==> src/rsc_pkg.sv <==
package rsc_pkg;

  // ----------------------------------------------------------------
  // register port
  // ----------------------------------------------------------------
  localparam int RSC_ADDR_W = 4;
  localparam int RSC_DATA_W = 16;
  localparam logic [3:0] RSC_CAUSE_IDX = 4'h0;
  localparam logic [3:0] RSC_OSC_CTRL_IDX = 4'h1;
  localparam logic [3:0] RSC_AUX_CTRL_IDX = 4'h2;
  localparam logic [15:0] RSC_READ_ZERO = 16'h0000;

  // ----------------------------------------------------------------
  // reset cause flags
  // ----------------------------------------------------------------
  localparam int RSC_CAUSE_W = 8;
  localparam int RSC_CAUSE_POR_BIT = 0;
  localparam int RSC_CAUSE_BOR_BIT = 1;
  localparam int RSC_CAUSE_EXT_BIT = 2;
  localparam int RSC_CAUSE_SW_BIT = 3;
  localparam int RSC_CAUSE_WDT_BIT = 4;
  localparam int RSC_CAUSE_CFG_BIT = 5;
  localparam int RSC_CAUSE_TRAP_BIT = 6;
  localparam int RSC_CAUSE_ILL_BIT = 7;
  localparam logic [7:0] RSC_CAUSE_POR_VALUE = 8'h03;
  localparam logic [7:0] RSC_CAUSE_CLEAR = 8'h00;

  // ----------------------------------------------------------------
  // oscillator control and configuration word
  // ----------------------------------------------------------------
  localparam int RSC_NEW_OSC_FIELD_LSB = 8;
  localparam int RSC_NEW_OSC_FIELD_MSB = 10;
  localparam int RSC_PTYPE_LSB = 0;
  localparam int RSC_PTYPE_MSB = 1;
  localparam int RSC_CFG_SEL_LSB = 0;
  localparam int RSC_CFG_SEL_MSB = 2;
  localparam int RSC_CFG_PTYPE_LSB = 3;
  localparam int RSC_CFG_PTYPE_MSB = 4;
  localparam logic [7:0] RSC_CFG_ERASED = 8'hFF;

  localparam logic [2:0] RSC_OSC_INTERNAL_RC_DIV_N = 3'h7;
  localparam logic [2:0] RSC_OSC_INTERNAL_RC_DIV16 = 3'h6;
  localparam logic [2:0] RSC_OSC_LOW_POWER_RC = 3'h5;
  localparam logic [2:0] RSC_OSC_PRIMARY_PLL = 3'h3;
  localparam logic [2:0] RSC_OSC_PRIMARY = 3'h2;
  localparam logic [2:0] RSC_OSC_INTERNAL_RC_DIV_N_PLL = 3'h1;
  localparam logic [2:0] RSC_OSC_INTERNAL_RC = 3'h0;

  localparam logic [1:0] RSC_PTYPE_HS_CRYSTAL = 2'h2;
  localparam logic [1:0] RSC_PTYPE_STD_CRYSTAL = 2'h1;
  localparam logic [1:0] RSC_PTYPE_EXT_CLOCK = 2'h0;

  // ----------------------------------------------------------------
  // auxiliary multiplier
  // ----------------------------------------------------------------
  localparam int RSC_AUX_SRC_BIT = 0;
  localparam int RSC_AUX_EN_BIT = 1;
  localparam logic [4:0] RSC_AUX_MULT_FACTOR = 5'h10;

  // ----------------------------------------------------------------
  // carriers
  // ----------------------------------------------------------------
  typedef struct packed {
    logic power_on;
    logic brown_out;
    logic ext_clear;
    logic sw_instr;
    logic wdt_timeout;
    logic cfg_mismatch;
    logic trap_conflict;
    logic illegal_opcode;
    logic uninit_wreg;
    logic security;
  } rsc_src_type;

  typedef struct packed {
    logic valid;
    logic is_primary;
    logic pll_en;
    logic div_n;
    logic div16;
    logic low_power;
    logic [1:0] prim_type;
  } rsc_osc_mode_type;

  typedef struct packed {
    logic enable;
    logic src_primary;
    logic [4:0] mult;
  } rsc_aux_type;

endpackage

==> src/rsc_reset_sync.sv <==
`timescale 1ns/10ps
module rsc_reset_sync (
  input wire logic clk, // system clock
  input wire logic async_set, // raw combined reset
  output logic sync_reg // reset, released on clock
);

  logic meta_reg;

  // set acts at once; release needs two clean edges
  always_ff @(posedge clk or posedge async_set) begin
    if (async_set) begin
      meta_reg <= 1'b1;
      sync_reg <= 1'b1;
    end else begin
      meta_reg <= 1'b0;
      sync_reg <= meta_reg;
    end
  end

endmodule

==> src/rsc_top.sv <==
`timescale 1ns/10ps
// Summary of operation
// RULE_01 - any active source asserts master reset
// RULE_02 - combine eight sources, illegal covers three
// RULE_03 - reset forces some registers, others kept
// RULE_04 - each reset sets its own cause flag
// RULE_05 - power-on clears flags, sets bits one, zero
// RULE_06 - software sets or clears flags anytime
// RULE_07 - flag writes never cause a reset
// RULE_08 - software clears flags after reading them
// RULE_09 - reset loads configured select into new-osc field
// RULE_10 - oscillator select codes decode to modes
// RULE_11 - primary type field picks crystal or clock
// RULE_12 - erased configuration starts internal RC divide-N
// RULE_13 - auxiliary multiplier fixed at sixteen
// RULE_14 - assert asynchronously, release synchronously after all
module rsc_top (
  input wire logic CLK, // system clock
  input wire logic RST, // async reset, high
  input wire rsc_pkg::rsc_src_type RESET_SOURCES, // reset requests
  input wire logic [7:0] OSC_SELECT_CONFIG_WORD, // nonvolatile config
  input wire logic [3:0] ADDR, // register index
  input wire logic [15:0] WDATA, // write data
  input wire logic WR, // write strobe
  input wire logic RD, // read strobe
  output logic [15:0] RDATA, // read data
  output logic MASTER_SYSTEM_RESET, // combined reset
  output rsc_pkg::rsc_osc_mode_type OSC_MODE, // decoded clock mode
  output rsc_pkg::rsc_aux_type AUX_CLOCK // aux multiplier setup
);

  // ----------------------------------------------------------------
  // functions
  // ----------------------------------------------------------------
  function automatic logic reg_hit(input logic [3:0] addr,
                                   input logic [3:0] idx);
    reg_hit = (addr == idx);
  endfunction

  function automatic rsc_pkg::rsc_osc_mode_type osc_decode(
    input logic [2:0] sel,
    input logic [1:0] ptype);
    rsc_pkg::rsc_osc_mode_type m;
    m = '0;
    m.valid = 1'b1;
    case (sel)
      rsc_pkg::RSC_OSC_INTERNAL_RC_DIV_N: begin
        m.div_n = 1'b1;
      end
      rsc_pkg::RSC_OSC_INTERNAL_RC_DIV16: begin
        m.div16 = 1'b1;
      end
      rsc_pkg::RSC_OSC_LOW_POWER_RC: begin
        m.low_power = 1'b1;
      end
      rsc_pkg::RSC_OSC_PRIMARY_PLL: begin
        m.is_primary = 1'b1;
        m.pll_en = 1'b1;
      end
      rsc_pkg::RSC_OSC_PRIMARY: begin
        m.is_primary = 1'b1;
      end
      rsc_pkg::RSC_OSC_INTERNAL_RC_DIV_N_PLL: begin
        m.div_n = 1'b1;
        m.pll_en = 1'b1;
      end
      rsc_pkg::RSC_OSC_INTERNAL_RC: begin
        m.valid = 1'b1;
      end
      default: begin
        // unlisted code: no mode bits set and valid cleared
        m.valid = 1'b0;
      end
    endcase
    // type field only matters for a primary source
    if (m.is_primary) begin
      m.prim_type = ptype;
    end
    osc_decode = m;
  endfunction

  // ----------------------------------------------------------------
  // source combining
  // ----------------------------------------------------------------
  logic illegal_any;
  logic any_src;
  logic [7:0] src_vec;
  logic master_rst;

  assign illegal_any = RESET_SOURCES.illegal_opcode |
                       RESET_SOURCES.uninit_wreg |
                       RESET_SOURCES.security; // RULE_02
  assign src_vec = {illegal_any,
                    RESET_SOURCES.trap_conflict,
                    RESET_SOURCES.cfg_mismatch,
                    RESET_SOURCES.wdt_timeout,
                    RESET_SOURCES.sw_instr,
                    RESET_SOURCES.ext_clear,
                    RESET_SOURCES.brown_out,
                    RESET_SOURCES.power_on}; // RULE_02
  // block reset joins the sources so outputs are held from power-up
  assign any_src = (|src_vec) | RST; // RULE_01

  rsc_reset_sync u_sync (
    .clk(CLK),
    .async_set(any_src),
    .sync_reg(master_rst)
  ); // RULE_14

  assign MASTER_SYSTEM_RESET = master_rst;

  // ----------------------------------------------------------------
  // reset cause register
  // ----------------------------------------------------------------
  logic [7:0] cause_reg;
  logic [7:0] cause_next;
  logic [7:0] cause_base;
  logic cause_wr;

  assign cause_wr = WR & reg_hit(ADDR, rsc_pkg::RSC_CAUSE_IDX); // RULE_07

  // active sources win over a clearing write in the same cycle
  always_comb begin
    cause_base = cause_reg;
    if (cause_wr) begin
      cause_base = WDATA[7:0]; // RULE_06
    end
    if (RESET_SOURCES.power_on) begin
      cause_base = rsc_pkg::RSC_CAUSE_CLEAR; // RULE_05
    end
    cause_next = cause_base | src_vec; // RULE_04
    if (RESET_SOURCES.power_on) begin
      cause_next = cause_next | rsc_pkg::RSC_CAUSE_POR_VALUE; // RULE_05
    end
  end

  // kept across non-power resets, so reset only by the block reset
  always_ff @(posedge CLK or posedge RST) begin
    if (RST) begin
      cause_reg <= rsc_pkg::RSC_CAUSE_POR_VALUE; // RULE_05
    end else begin
      cause_reg <= cause_next; // RULE_03
    end
  end

  // ----------------------------------------------------------------
  // oscillator control
  // ----------------------------------------------------------------
  logic [2:0] new_osc_field_reg;
  logic [1:0] ptype_reg;
  logic osc_wr;

  assign osc_wr = WR & reg_hit(ADDR, rsc_pkg::RSC_OSC_CTRL_IDX);

  always_ff @(posedge CLK or posedge RST) begin
    if (RST) begin
      new_osc_field_reg <= rsc_pkg::RSC_OSC_INTERNAL_RC_DIV_N; // RULE_12
      ptype_reg <= rsc_pkg::RSC_PTYPE_EXT_CLOCK;
    end else if (master_rst) begin
      // config word sampled on the clock, never by the async reset
      new_osc_field_reg <= OSC_SELECT_CONFIG_WORD[rsc_pkg::RSC_CFG_SEL_MSB:
                                         rsc_pkg::RSC_CFG_SEL_LSB]; // RULE_09
      ptype_reg <= OSC_SELECT_CONFIG_WORD[rsc_pkg::RSC_CFG_PTYPE_MSB:
                                          rsc_pkg::RSC_CFG_PTYPE_LSB]; // RULE_03
    end else if (osc_wr) begin
      new_osc_field_reg <= WDATA[rsc_pkg::RSC_NEW_OSC_FIELD_MSB:rsc_pkg::RSC_NEW_OSC_FIELD_LSB];
    end
  end

  always_ff @(posedge CLK or posedge RST) begin
    if (RST) begin
      OSC_MODE <= '0;
    end else begin
      OSC_MODE <= osc_decode(new_osc_field_reg, ptype_reg); // RULE_10 RULE_11
    end
  end

  // ----------------------------------------------------------------
  // auxiliary multiplier
  // ----------------------------------------------------------------
  logic aux_wr;

  assign aux_wr = WR & reg_hit(ADDR, rsc_pkg::RSC_AUX_CTRL_IDX);

  always_ff @(posedge CLK or posedge RST) begin
    if (RST) begin
      AUX_CLOCK <= '0;
    end else if (master_rst) begin
      AUX_CLOCK.enable <= 1'b0;
      AUX_CLOCK.src_primary <= 1'b0;
      AUX_CLOCK.mult <= rsc_pkg::RSC_AUX_MULT_FACTOR; // RULE_13
    end else begin
      AUX_CLOCK.mult <= rsc_pkg::RSC_AUX_MULT_FACTOR; // RULE_13
      if (aux_wr) begin
        AUX_CLOCK.enable <= WDATA[rsc_pkg::RSC_AUX_EN_BIT];
        AUX_CLOCK.src_primary <= WDATA[rsc_pkg::RSC_AUX_SRC_BIT];
      end
    end
  end

  // ----------------------------------------------------------------
  // read port
  // ----------------------------------------------------------------
  logic [15:0] rd_word;

  always_comb begin
    rd_word = rsc_pkg::RSC_READ_ZERO;
    if (reg_hit(ADDR, rsc_pkg::RSC_CAUSE_IDX)) begin
      rd_word[7:0] = cause_reg;
    end else if (reg_hit(ADDR, rsc_pkg::RSC_OSC_CTRL_IDX)) begin
      rd_word[rsc_pkg::RSC_NEW_OSC_FIELD_MSB:rsc_pkg::RSC_NEW_OSC_FIELD_LSB] = new_osc_field_reg;
      rd_word[rsc_pkg::RSC_PTYPE_MSB:rsc_pkg::RSC_PTYPE_LSB] = ptype_reg;
    end else if (reg_hit(ADDR, rsc_pkg::RSC_AUX_CTRL_IDX)) begin
      rd_word[rsc_pkg::RSC_AUX_EN_BIT] = AUX_CLOCK.enable;
      rd_word[rsc_pkg::RSC_AUX_SRC_BIT] = AUX_CLOCK.src_primary;
    end
  end

  // data valid only in the cycle after the strobe
  always_ff @(posedge CLK or posedge RST) begin
    if (RST) begin
      RDATA <= rsc_pkg::RSC_READ_ZERO;
    end else if (RD) begin
      RDATA <= rd_word;
    end else begin
      RDATA <= rsc_pkg::RSC_READ_ZERO;
    end
  end

  // ----------------------------------------------------------------
  // assertions
  // ----------------------------------------------------------------
  logic [7:0] cause_only_mask;
  assign cause_only_mask = 8'h01 << rsc_pkg::RSC_CAUSE_WDT_BIT;
endmodule

==> config.mk <==
export PLATFORM = sky130hd
export DESIGN_NAME = rsc_top
export DESIGN_NICKNAME = d
export VERILOG_FILES = /design/src/rsc_pkg.sv /design/src/rsc_reset_sync.sv /design/src/rsc_top.sv
export SDC_FILE = /design/constraint.sdc
export NUM_CORES = 1
export LEC_CHECK = 0
export BUFFER_PORTS_ARGS = -buffer_cell sky130_fd_sc_hd__clkbuf_2
export CORE_ASPECT_RATIO = 0.6
export CORE_UTILIZATION = 35
export DETAILED_ROUTE_END_ITERATION = 12
export GPL_TIMING_DRIVEN = 0
export PLACE_DENSITY_LB_ADDON = 0.08
export SYNTH_ARGS = -nofsm -noshare
export SYNTH_HDL_FRONTEND = slang
export SYNTH_HIERARCHICAL = 1
export SYNTH_SLANG_ARGS = --single-unit
==> constraint.sdc <==
create_clock -name CLK -period 2.7 [get_ports CLK]
set_input_delay 0.54 -clock CLK [delete_from_list [all_inputs] [get_ports CLK]]
set_output_delay 0.54 -clock CLK [all_outputs]
set_load 0.01 [all_outputs]
==> impl_metrics.yaml <==
route:
  wl_per_cell_um: 13.2
  num_vias: 1295
  drc_errors: 0
  first_pass_iters: 4
  drt-total-wl_um: 3710
  ant_nets: 0
  drt-initial-drc-count: 66
  via_per_inst: 4.63
timing:
  slew_headroom_pct: 35.5
  post-route-min-period_ps: 1950
  rsz0062_at_grt: "false"
  max_freq_mhz: 512
  worstMarginPinSlew_ps: 966
  setup_ws_ps: 748
  final_max_slew_viol_count: 0
  post-route-period-util_pct: 72.3
  final-setup-viol-count: 0
  clock_skew_ps: 4.15
  hold_violations: 0
  setup_tns_ps: 0
worst_setup_path:
  crit_fanout: 10
  rrSetupSlack_ps: 1280
  rr_worst_depth: 2
  required_ps: 2850
  reg2reg_to: "ptype_reg[1]"
  crit-reg2reg-launch: "u_sync/sync_reg"
  crit_arrival_ps: 2100
  start_kind: "primary input"
  crit_type: "primary input to flop"
  cp-end-kind: "flop"
yosys:
  ys_types: 26
  synth_seq_cells: 37
  postSynthCellCount: 150
  yosysWarnings: 6
  ys_seq_area_share_pct: 57.8
  netlist_area_mm2: 0.00162
  synth_area_per_cell_um2: 10.8
clock_network:
  clock_path_buffers: 2
  post_cts_resized: 0
  cts_root_buffer: "clkbuf_8"
  cts_tree: "built"
  path_clk_slew_ps: 70
  cts_made_buffers: 5
  h-tree-depth: 2
  ctsHoldBuffers: 0
  clkLatencyLatePin_ps: 280
  cts.sinks: 37
  cts_setup_buffers: 0
pwr:
  seqPwrFrac_pct: 50.0
  fin_total_pwr_mw: 1.21
  netSwitchingPower_mw: 0.286
  combPwrFrac_pct: 12.4
  power_leakage_nw: 1.09
  p_per_area_mw_per_mm2: 574
  internal_power_mw: 0.921
  ir_worst_vdd_v: 0.000291
  pwr-share-clk_pct: 37.6
  p_sw_share_pct: 23.7
place:
  dpl.hpwl_um: 2890
  io_buffers: 55
  gp_congestion: 0.816
  placed_cell_area_mm2: 0.00200
  post-place-ws_ps: 543
final_layout:
  final_util_pct: 49.4
  largest_register_ffs: 11
  design_area_mm2: 0.00210
  final_cell_mix: "clkbuf_2 (55), dfrtp_1 (30), conb_1 (11)"
  nNetsFinal: 262
  drive_gt1_share_pct: 40.0
  n_fill_cell: 413
  syn2layout_area_growth_pct: 30.0
  final_common_cell: "clkbuf_2"
  n_antenna_cell: 0
die:
  io_pins: 74
  core-area_mm2: 0.00426
  start_util_pct: 38.0
  die_width_um: 89.7
  rows: 18
  die_h_um: 54.6
  die_area_mm2: 0.00490
global_routing:
  grt-ovfl-total: 0
  grt.total_usage_pct: 16.5
  grt_pass1_wl_um: 5960
  grt_pass1_vias: 1242
  antenna_found_initial: 0
  grt_start_max_net_pins: 36
worst_hold_path:
  hold-path-endpoint: "u_sync/sync_reg"
  hp-class: "flop to flop"
  min_path_cells: 0
  hold_start: "u_sync/meta_reg"
flow_run:
  drv_cap: 0
outcome:
  status: "completed"
synth_stat cells:
cell,count,area (µm²)
a21boi_0,1,7.51
a21oi_1,10,50.1
and2b_1,1,7.51
and3_1,6,37.5
buf_2,3,15.0
buf_4,9,67.6
clkbuf_1,4,15.0
conb_1,3,11.3
dfrtp_1,30,751
dfstp_2,7,184
inv_1,11,41.3
mux2_2,2,22.5
mux2i_1,6,60.1
nand2_1,3,11.3
nand2b_1,7,43.8
nand3_1,7,35.0
nor2_1,10,37.5
nor2b_1,2,12.5
nor3_1,6,30.0
nor4_1,8,50.1
nor4b_2,1,15.0
o311ai_0,6,52.6
o31a_1,3,26.3
or2_2,2,12.5
or3b_1,1,8.76
or3b_4,1,11.3
cell type report:
cell class	instances	area, µm²	area share, %
buffer	16	97.6	4.65
clock buffer	5	68.8	3.28
clock inverter	2	35.0	1.67
inverter	11	41.3	1.97
multi-input combinational	94	573	27.3
sequential	37	935	44.5
tap	60	75.1	3.57
timing repair buffer	55	275	13.1
layer usage:
| layer | wire [µm] | share of wire (%) | vias up | track usage, % |
|---|---|---|---|---|
| met3 | 269 | 7.3 | 0 | 5.14 |
| met1 | 2040 | 55 | 603 | 23.6 |
| met4 | 0 | 0 | 0 | 5.74 |
| li1 | - | - | 635 | - |
| met5 | 0 | 0 | - | 0 |
| met2 | 1400 | 38 | 57 | 23.6 |
power by group through the flow:
stage	combinational [mW]	clock, mW	sequential [mW]
3_3_place_gp	0.148	0	0.612
2_1_floorplan	0.0808	0	0.617
5_1_grt	0.168	0.493	0.607
4_1_cts	0.150	0.464	0.604
6_report	0.150	0.453	0.603
3_5_place_dp	0.149	0	0.614
per-stage QoR:
step | instances | hold WS, ps
2_1_floorplan | 158 | 345
3_3_place_gp | 273 | 349
3_5_place_dp | 273 | 348
4_1_cts | 280 | 361
5_1_grt | 280 | 366
6_report | 280 | 359
critical path, stage by stage:
cell      delay, ps
clkbuf_2        100
nor4b_2         850
buf_2           360
nand3_1         110
o311ai_0        140
worst max path at each step:
| stage | from | end | depth (start not counted) |
|---|---|---|---|
| floorplan | ADDR[3] | RDATA[10] | 4 |
| global placement | ADDR[1] | cause_reg[3] | 5 |
| detailed placement | ADDR[1] | cause_reg[6] | 5 |
| CTS | ADDR[1] | cause_reg[6] | 5 |
| global route | ADDR[1] | cause_reg[7] | 5 |
| finish | ADDR[1] | cause_reg[6] | 5 |
cell families after synthesis:
| logic type | Yosys count | share of synthesized area [%] |
|---|---|---|
| and+or+nand+nor | 55 | 19.3 |
| DFF | 37 | 57.8 |
| buffers and inverters | 27 | 8.59 |
| AOI/OAI and AO/OA | 20 | 8.44 |
| muxes | 8 | 5.11 |
| other | 3 | 0.697 |
Power figures use the tool's default switching activity.
